**config.mk**
```make
export PLATFORM = sky130hd
export DESIGN_NAME = ldfc_top
export DESIGN_NICKNAME = d
export VERILOG_FILES = /design/src/design/ldfc_pkg.sv /design/src/design/ldfc_top.sv /design/src/design/ldfc_selftest.sv
export VERILOG_INCLUDE_DIRS = /design/src /design/src/design
export SDC_FILE = /design/constraint.sdc
export NUM_CORES = 1
export LEC_CHECK = 0
export BUFFER_PORTS_ARGS = -buffer_cell sky130_fd_sc_hd__buf_2
export CORE_UTILIZATION = 38
export CTS_BUF_LIST = sky130_fd_sc_hd__clkbuf_8 sky130_fd_sc_hd__clkbuf_16
export DETAILED_ROUTE_END_ITERATION = 12
export PLACE_DENSITY = 0.55
export SLEW_MARGIN = 10
export SYNTH_ARGS = -nofsm -noshare
export SYNTH_HDL_FRONTEND = slang
export SYNTH_SLANG_ARGS = --single-unit
```
**constraint.sdc**
```tcl
create_clock -name pclk -period 6.15 [get_ports pclk]
set_input_delay 0.9225 -clock pclk [delete_from_list [all_inputs] [get_ports pclk]]
set_output_delay 0.9225 -clock pclk [all_outputs]
set_load 0.005 [all_outputs]
```
**src/design/ldfc_map.svh**
```systemverilog
// Register map, field positions, reset values and timing counts of the
// emitter drive and fault control block.
// Assumes a 25 MHz pclk and a 32-bit APB with byte addresses.
//
// Summary of operation
// [RQ1] Normal drive energises the emitter in pulses
// [RQ2] Calibration mode drives the emitter continuously
// [RQ3] Mode field 010b at 0x20 selects continuous
// [RQ4] Hold-off bit set after reset, emitter off
// [RQ5] Microcontroller clears hold-off bit at power-up
// [RQ6] No fault keeps switch control output low (code also drives it high during a self-test)
// [RQ7] Leakage to ground stops drive, switch output high
// [RQ8] Periodic self-test grounds node with switch off
// [RQ9] Failed self-test is reported as a fault
// [RQ10] Hold-off forces drive off in any mode
`ifndef LDFC_MAP_SVH
`define LDFC_MAP_SVH

// ****************************************
// Register offsets
// ****************************************
`define LDFC_ADDR_CTRL 8'h20
`define LDFC_ADDR_STATUS 8'h24
`define LDFC_ADDR_INT_CLR 8'h28
`define LDFC_ADDR_INT_EN 8'h2c
`define LDFC_ADDR_STATE 8'h30
`define LDFC_ADDR_REARM 8'h34
`define LDFC_ADDR_TEST_CNT 8'h38

// ****************************************
// Fields and reset values
// ****************************************
`define LDFC_CTRL_HOLD_BIT 0
`define LDFC_CTRL_MODE_LSB 1
`define LDFC_CTRL_MODE_MSB 3
`define LDFC_CTRL_WIDTH 8
`define LDFC_CTRL_RESET 8'h01
`define LDFC_MODE_PULSED_VAL 3'h0
`define LDFC_MODE_CW_VAL 3'h2
`define LDFC_EVT_LEAK_BIT 0
`define LDFC_EVT_FAIL_BIT 1
`define LDFC_EVT_PASS_BIT 2
`define LDFC_EVT_WIDTH 3
`define LDFC_REARM_BIT 0

// ****************************************
// Timing
// ****************************************
`define LDFC_CLK_PERIOD_NS 40
`define LDFC_PULSE_PERIOD_NS 85000
`define LDFC_PULSE_WIDTH_NS 4000
`define LDFC_TEST_SETTLE_NS 2000
`define LDFC_TEST_INTERVAL_NS 10000000
`define LDFC_PULSE_PERIOD_CYC (`LDFC_PULSE_PERIOD_NS / `LDFC_CLK_PERIOD_NS)
`define LDFC_PULSE_WIDTH_CYC \
    ((`LDFC_PULSE_WIDTH_NS + `LDFC_CLK_PERIOD_NS - 1) / `LDFC_CLK_PERIOD_NS)
`define LDFC_TEST_SETTLE_CYC \
    ((`LDFC_TEST_SETTLE_NS + `LDFC_CLK_PERIOD_NS - 1) / `LDFC_CLK_PERIOD_NS)
`define LDFC_TEST_INTERVAL_CYC (`LDFC_TEST_INTERVAL_NS / `LDFC_CLK_PERIOD_NS)

`endif

```
**src/design/ldfc_pkg.sv**
```systemverilog
// Types shared by the emitter drive and fault control files.
// Assumes ldfc_map.svh is on the include path.
`include "ldfc_map.svh"

package ldfc_pkg;

    typedef logic [7:0] ldfc_addr_t;
    typedef logic [31:0] ldfc_word_t;

    typedef enum logic [2:0] {
        LDFC_MODE_PULSED = `LDFC_MODE_PULSED_VAL,
        LDFC_MODE_CW = `LDFC_MODE_CW_VAL
    } ldfc_mode_e;

    typedef enum logic [1:0] {
        LDFC_ST_IDLE = 2'b00,
        LDFC_ST_PROBE = 2'b01,
        LDFC_ST_RECOVER = 2'b10
    } ldfc_st_e;

endpackage : ldfc_pkg

```
**src/design/ldfc_top.sv**
```systemverilog
// Emitter drive and single fault control, reached over APB.
// Assumes a 25 MHz pclk, an asynchronous fault comparator level and an
// external switch transistor gated by source_switch_off_n.
`include "ldfc_map.svh"

module ldfc_top #(
    parameter int unsigned TEST_INTERVAL_CYC = `LDFC_TEST_INTERVAL_CYC,
    parameter int unsigned TEST_SETTLE_CYC = `LDFC_TEST_SETTLE_CYC,
    parameter int unsigned PULSE_PERIOD_CYC = `LDFC_PULSE_PERIOD_CYC,
    parameter int unsigned PULSE_WIDTH_CYC = `LDFC_PULSE_WIDTH_CYC
) (
    // Clock and reset
    input wire logic pclk,
    input wire logic presetn,
    // APB slave
    input wire logic psel,
    input wire logic penable,
    input wire logic pwrite,
    input wire ldfc_pkg::ldfc_addr_t paddr,
    input wire ldfc_pkg::ldfc_word_t pwdata,
    output ldfc_pkg::ldfc_word_t prdata,
    output logic pready,
    output logic pslverr,
    // Fault comparator
    input wire logic leak_detect_in,
    // Emitter drive
    output logic drive_enable,
    output logic source_switch_off_n,
    output logic test_path_en,
    // Interrupt
    output logic irq
);
    import ldfc_pkg::*;

    localparam int unsigned PCW = $clog2(PULSE_PERIOD_CYC);

    // ****************************************
    // Declarations
    // ****************************************
    logic leak_meta_r;
    logic leak_sync_r;
    logic [`LDFC_CTRL_WIDTH-1:0] ctrl_r;
    logic [`LDFC_EVT_WIDTH-1:0] status_r;
    logic [`LDFC_EVT_WIDTH-1:0] status_nxt;
    logic [`LDFC_EVT_WIDTH-1:0] int_en_r;
    logic fault_r;
    logic fault_nxt;
    logic [7:0] test_cnt_r;
    logic [PCW-1:0] pulse_cnt_r;
    logic [PCW-1:0] pulse_cnt_nxt;
    ldfc_word_t prdata_r;
    logic pready_r;
    logic pslverr_r;
    logic drive_r;
    logic switch_off_n_r;
    logic path_r;
    logic irq_r;
    logic test_active;
    logic path_en;
    logic test_pass_p;
    logic test_fail_p;

    // ****************************************
    // Comparator synchroniser
    // ****************************************
    always_ff @(posedge pclk or negedge presetn) begin
        if (!presetn) begin
            leak_meta_r <= 1'b0;
            leak_sync_r <= 1'b0;
        end else begin
            leak_meta_r <= leak_detect_in;
            leak_sync_r <= leak_meta_r;
        end
    end

    // ****************************************
    // Self-test sequencer
    // ****************************************
    ldfc_selftest #(
        .INTERVAL_CYC(TEST_INTERVAL_CYC),
        .SETTLE_CYC(TEST_SETTLE_CYC)
    ) u_selftest (
        .clk(pclk),
        .rst_n(presetn),
        .leak_sync(leak_sync_r),
        .test_active_r(test_active),
        .path_en_r(path_en),
        .pass_p_r(test_pass_p),
        .fail_p_r(test_fail_p)
    );

    // ****************************************
    // APB decode
    // ****************************************
    wire setup_ph = psel && !penable;
    wire access_ph = psel && penable && pready_r;
    wire wr_fire = access_ph && pwrite;
    wire sel_ctrl = (paddr == `LDFC_ADDR_CTRL);
    wire sel_status = (paddr == `LDFC_ADDR_STATUS);
    wire sel_int_clr = (paddr == `LDFC_ADDR_INT_CLR);
    wire sel_int_en = (paddr == `LDFC_ADDR_INT_EN);
    wire sel_state = (paddr == `LDFC_ADDR_STATE);
    wire sel_rearm = (paddr == `LDFC_ADDR_REARM);
    wire sel_test_cnt = (paddr == `LDFC_ADDR_TEST_CNT);
    wire addr_hit = sel_ctrl || sel_status || sel_int_clr || sel_int_en ||
        sel_state || sel_rearm || sel_test_cnt;
    wire wr_ctrl = wr_fire && sel_ctrl;
    wire wr_int_clr = wr_fire && sel_int_clr;
    wire wr_int_en = wr_fire && sel_int_en;
    wire wr_rearm = wr_fire && sel_rearm && pwdata[`LDFC_REARM_BIT];

    // ****************************************
    // Read data selection
    // ****************************************
    wire [31:0] rd_state = {29'h0, test_active, fault_r, drive_r};
    wire [31:0] rd_mux =
        sel_ctrl ? {24'h0, ctrl_r} :
        sel_status ? {29'h0, status_r} :
        sel_int_en ? {29'h0, int_en_r} :
        sel_state ? rd_state :
        sel_test_cnt ? {24'h0, test_cnt_r} :
        32'h0;

    // ****************************************
    // Drive control decode
    // ****************************************
    wire hold_off = ctrl_r[`LDFC_CTRL_HOLD_BIT];
    wire [2:0] mode_field = ctrl_r[`LDFC_CTRL_MODE_MSB:`LDFC_CTRL_MODE_LSB];
    wire mode_cw = (mode_field == LDFC_MODE_CW); // RQ3
    wire pulse_on = (pulse_cnt_r < PCW'(PULSE_WIDTH_CYC)); // RQ1
    wire pulse_wrap = (pulse_cnt_r == PCW'(PULSE_PERIOD_CYC - 1));
    wire leak_trip = leak_sync_r && !test_active; // RQ7
    wire drive_nxt = !hold_off && !fault_r && !test_active && // RQ10
        (mode_cw || pulse_on); // RQ2
    wire [`LDFC_EVT_WIDTH-1:0] evt_set = {test_pass_p, test_fail_p, leak_trip};

    always_comb begin
        pulse_cnt_nxt = pulse_wrap ? '0 : pulse_cnt_r + PCW'(1);
        fault_nxt = fault_r;
        if (wr_rearm) begin
            fault_nxt = 1'b0;
        end
        if (leak_trip || test_fail_p) begin
            fault_nxt = 1'b1; // RQ9
        end
        status_nxt = status_r;
        if (wr_int_clr) begin
            status_nxt = status_r & ~pwdata[`LDFC_EVT_WIDTH-1:0];
        end
        status_nxt = status_nxt | evt_set;
    end

    // ****************************************
    // Software registers
    // ****************************************
    always_ff @(posedge pclk or negedge presetn) begin
        if (!presetn) begin
            ctrl_r <= `LDFC_CTRL_RESET; // RQ4
            int_en_r <= '0;
        end else begin
            if (wr_ctrl) begin
                ctrl_r <= pwdata[`LDFC_CTRL_WIDTH-1:0];
            end
            if (wr_int_en) begin
                int_en_r <= pwdata[`LDFC_EVT_WIDTH-1:0];
            end
        end
    end

    // ****************************************
    // Fault latch, events and counters
    // ****************************************
    always_ff @(posedge pclk or negedge presetn) begin
        if (!presetn) begin
            fault_r <= 1'b0;
            status_r <= '0;
            test_cnt_r <= 8'h0;
            pulse_cnt_r <= '0;
        end else begin
            fault_r <= fault_nxt;
            status_r <= status_nxt;
            pulse_cnt_r <= pulse_cnt_nxt;
            if (test_pass_p || test_fail_p) begin
                test_cnt_r <= test_cnt_r + 8'h1;
            end
        end
    end

    // ****************************************
    // APB answer
    // ****************************************
    always_ff @(posedge pclk or negedge presetn) begin
        if (!presetn) begin
            prdata_r <= 32'h0;
            pready_r <= 1'b0;
            pslverr_r <= 1'b0;
        end else begin
            pready_r <= setup_ph;
            pslverr_r <= setup_ph && !addr_hit;
            prdata_r <= (setup_ph && !pwrite) ? rd_mux : 32'h0;
        end
    end

    // ****************************************
    // Pin and interrupt outputs
    // ****************************************
    always_ff @(posedge pclk or negedge presetn) begin
        if (!presetn) begin
            drive_r <= 1'b0;
            switch_off_n_r <= 1'b1;
            path_r <= 1'b0;
            irq_r <= 1'b0;
        end else begin
            drive_r <= drive_nxt;
            switch_off_n_r <= fault_r || test_active; // RQ6
            path_r <= path_en; // RQ8
            irq_r <= |(status_r & int_en_r);
        end
    end

    assign prdata = prdata_r;
    assign pready = pready_r;
    assign pslverr = pslverr_r;
    assign drive_enable = drive_r;
    assign source_switch_off_n = switch_off_n_r;
    assign test_path_en = path_r;
    assign irq = irq_r;
endmodule : ldfc_top

```
**src/design/ldfc_selftest.sv**
```systemverilog
// Periodic self-test sequencer of the emitter fault detector.
// Assumes a synchronised detector level on the same clock as the caller.
`include "ldfc_map.svh"

module ldfc_selftest #(
    parameter int unsigned INTERVAL_CYC = `LDFC_TEST_INTERVAL_CYC,
    parameter int unsigned SETTLE_CYC = `LDFC_TEST_SETTLE_CYC
) (
    // Clock and reset
    input wire logic clk,
    input wire logic rst_n,
    // Detector level
    input wire logic leak_sync,
    // Sequencer state and results
    output logic test_active_r,
    output logic path_en_r,
    output logic pass_p_r,
    output logic fail_p_r
);
    import ldfc_pkg::*;

    ldfc_st_e st_r;
    logic [31:0] cnt_r;
    wire interval_done = (cnt_r >= (INTERVAL_CYC - 32'd1));
    wire settle_done = (cnt_r == (SETTLE_CYC - 32'd1));

    // ****************************************
    // Sequencer
    // ****************************************
    always_ff @(posedge clk or negedge rst_n) begin
        if (!rst_n) begin
            st_r <= LDFC_ST_IDLE;
            cnt_r <= 32'h0;
            test_active_r <= 1'b0;
            path_en_r <= 1'b0;
            pass_p_r <= 1'b0;
            fail_p_r <= 1'b0;
        end else begin
            pass_p_r <= 1'b0;
            fail_p_r <= 1'b0;
            cnt_r <= cnt_r + 32'h1;
            case (st_r)
                LDFC_ST_IDLE: begin
                    if (interval_done) begin
                        st_r <= LDFC_ST_PROBE; // RQ8
                        cnt_r <= 32'h0;
                        test_active_r <= 1'b1;
                        path_en_r <= 1'b1;
                    end
                end
                LDFC_ST_PROBE: begin
                    if (settle_done) begin
                        pass_p_r <= leak_sync;
                        fail_p_r <= !leak_sync; // RQ9
                        path_en_r <= 1'b0;
                        st_r <= LDFC_ST_RECOVER;
                        cnt_r <= 32'h0;
                    end
                end
                LDFC_ST_RECOVER: begin
                    if (settle_done) begin
                        test_active_r <= 1'b0;
                        st_r <= LDFC_ST_IDLE;
                        cnt_r <= 32'h0;
                    end
                end
                default: begin
                    st_r <= LDFC_ST_IDLE;
                    cnt_r <= 32'h0;
                    test_active_r <= 1'b0;
                    path_en_r <= 1'b0;
                end
            endcase
        end
    end
endmodule : ldfc_selftest

```
==> run_results.csv <==
group,metric,value,unit
critical_path,crit_required,6.33,ns
layout,drive_above_1_share,16.27,%
die,core-area,11080,um^2
timing,relSlewSlack,24.27,%
global_route,grt_usage,14.78,%
detailed_routing,drtAntennaViolNets,0,
layout,layout.cells.non_filler,607,
layout,nets,517,
global_route,grt_pass1_wl,13.72,mm
timing,tns,0,ns
detailed_routing,via_per_inst,5.035,
power,finalPower,1.182,mW
timing,finalSetupViolations,0,
clocking,ctsRootBufferMaster,"clkbuf_16",
critical_path,slowest_delay,0.84,ns
clocking,cts-resized-gates,0,
die,dieArea,12010,um^2
synth,ys.flop_type,"dfrtp_1",
power,vdd_drop_max,0.0001479,V
detailed_routing,drt-total-wl,8.217,mm
timing,skew,0.005227,ns
detailed_routing,dr_total_vias,3056,
timing,worst_pin_slew,1.126,ns
worst_hold_path,worst_hold_path_type,"reg2reg",
global_route,grt_max_degree,71,
timing,finalMaxSlewViolations,0,
synth,synth_warnings,0,
critical_path,path_buf_inv,0,
global_route,grt.busiest_layer,"met2",
die,die_h,109.6,um
detailed_routing,wl_per_cell,13.54,um
die,die_width,109.6,um
clocking,cts_sinks,89,
detailed_routing,drc_errors,0,
critical_path,crit_family,"compound AO/OA/AOI/OAI gates",
synth,synthArstFlopShare,100.0,%
synth,ys_seq_elements,89,
global_route,grt_use_met1,19.38,%
timing,worst_slack,3.494,ns
layout,n_antenna_cell,0,
timing,fin_crit_sh,43.18,%
global_route,met3_usage,3.675,%
detailed_routing,drtIter0Drc,147,
timing,post-route-min-period,2.656,ns
clocking,clkTransAtPathRegs,0.06,ns
synth,yosysTopAreaCell,"dfrtp_1",
critical_path,cpMostUsedCell,"o2111ai_1",
critical_path,path_max_fanout,32,
timing,hold_slack,0.3692,ns
synth,netlist_instances,427,
place,placed_cell_area,4617,um^2
global_route,antenna_found_initial,0,
synth,synthTopCellsByArea,"dfrtp_1 (49%), nor2_1 (5.8%), xor2_1 (5.6%), buf_4 (4.1%), xnor2_1 (3.8%)",
die,rows,38,
place,portBuffers,35,
critical_path,setup.worst_path.end_class,"register",
clocking,clk_path_buf_depth,2,
critical_path,arrival,2.83,ns
place,pre_cts_ws,3.409,ns
power,leakagePower,2.389,nW
timing,fmax,376.5,MHz
detailed_routing,dr.pass1.iters,4,
synth,postSynthAreaPerCell,10.30,um^2
critical_path,crit_chain,"and4_1 -> o2111ai_1 -> o2111ai_1 -> a21o_1 -> nor2_1",
place,gp_congestion,0.7809,
synth,synth_top_cell_area_share,49.49,%
clocking,insertion_delay,0.34,ns
clocking,cts_buffers,9,
die,start_util,39.71,%
global_route,grt_pass1_vias,2892,
timing,final_hold_viol_count,0,
global_route,grt.met2_usage,23.76,%
job,cap_violations,0,
synth,synthTopCellsByCount,"dfrtp_1 (87), nor2_1 (68), xor2_1 (28), nand2_1 (26), buf_4 (24)",
power,p_per_area,240.0,nW/um^2
place,hpwl,5.699,mm
clocking,ctsHoldBuffers,0,
critical_path,crit_type,"reg2reg",
timing,grt_setup_unrepaired,"no",
synth,synth-edff-count,0,
die,ios,84,
critical_path,slowest_stage,"a21o_1",
outcome,outcome,"complete, no violations",
synth,syn_area,4399,um^2
layout,syn2layout_area_growth,11.97,%
clocking,htree_levels,3,
synth,synth_seq_area_share,50.68,%
global_route,gr-total-overflow,0,
critical_path,cp-start-kind,"register",
place,dp_cells,591,
clocking,cts_tree,"done",
clocking,cts_setup_buffers,0,
layout,fin_util,44.47,%
synth,ys_types,47,
layout,fin_area,4926,um^2
synth,synth_most_common_cell,"dfrtp_1",
## placed cells by master (no fill, tap or decap), drive strengths merged, types with 3 or more instances in the layout
| master | instances |
|---|---|
| clkbuf | 11 |
| nor3 | 3 |
| o21ai | 7 |
| buf | 36 |
| mux2i | 6 |
| dfrtp | 87 |
| a21oi | 4 |
| nand2 | 26 |
| nand3 | 18 |
| ha | 9 |
| nand2b | 3 |
| and4 | 5 |
| clkinv | 3 |
| inv | 16 |
| nand4 | 19 |
| a211oi | 6 |
| and3 | 6 |
| or4 | 4 |
| mux2 | 12 |
| a22oi | 5 |
| conb | 24 |
| a21o | 6 |
| xor2 | 28 |
| or2 | 3 |
| nor4 | 11 |
| nor2 | 68 |
| xnor2 | 19 |
## per-layer routing
| layer | vias to the layer above | wire (um) | share of wire (%) |
|---|---|---|---|
| met2 | 58 | 3810 | 46 |
| li1 | 1498 | - | - |
| met3 | 11 | 374 | 4.6 |
| met1 | 1489 | 3915 | 48 |
| met4 | 0 | 116 | 1.4 |
| met5 | - | 0 | 0 |
## kinds of logic after synthesis
logic type               after synthesis  synth area share [%]
flip-flops                            89                 50.68
buffers and inverters                 50                 6.485
XOR/XNOR                              47                 9.357
AND/OR/NAND/NOR                      176                 20.36
multiplexers                          18                 4.437
AO/OA/AOI/OAI                         37                 6.029
other                                  1               0.08524
adder cells (fa/ha/maj)                9                 2.560
## final timing paths
path,start,end,slack [ns],depth (start not counted)
hold reg to reg,leak_meta_r$_DFF_PN0_,leak_sync_r$_DFF_PN0_,0.37,0
max in group asynchronous,presetn,test_cnt_r[6]$_DFFE_PN0P_,4.53,2
hold / removal,leak_meta_r$_DFF_PN0_,leak_sync_r$_DFF_PN0_,0.37,0
setup / recovery,u_selftest.cnt_r[14]$_DFF_PN0_,u_selftest.cnt_r[3]$_DFF_PN0_,3.49,5
min in group asynchronous,presetn,pulse_cnt_r[6]$_DFF_PN0_,0.45,1
setup reg to reg,u_selftest.cnt_r[14]$_DFF_PN0_,u_selftest.cnt_r[3]$_DFF_PN0_,3.49,5
## state kept, by name (all words and copies together), names as in the netlist, 2 cells and up
name and flops:
pulse_cnt_r 12, prdata 8, int_en_r 3, status_r 3
u_selftest.st_r 2, u_selftest.cnt_r 32, test_cnt_r 8, ctrl_r 8
## worst register-to-register path, cell delays in order, from the launching register on
cell	delay (ns)
dfrtp_1	0.43
and4_1	0.57
o2111ai_1	0.23
o2111ai_1	0.29
a21o_1	0.84
nor2_1	0.13
## report_power, final
group	total, mW	internal [mW]	switching [mW]
combinational	0.0349	0.00959	0.0253
sequential	0.588	0.587	0.000798
clock	0.559	0.336	0.223
total	1.18	0.933	0.249
## layout make-up
cell class / instances / area, um^2
Fill cell: 1063 / 6152
Multi-Input combinational cell: 311 / 1971
Clock inverter: 5 / 56.30
Inverter: 15 / 56.30
Sequential cell: 89 / 2230
Tap cell: 140 / 175.2
Timing Repair Buffer: 36 / 185.2
Clock buffer: 11 / 252.7
(Power assumes the default switching activity.)
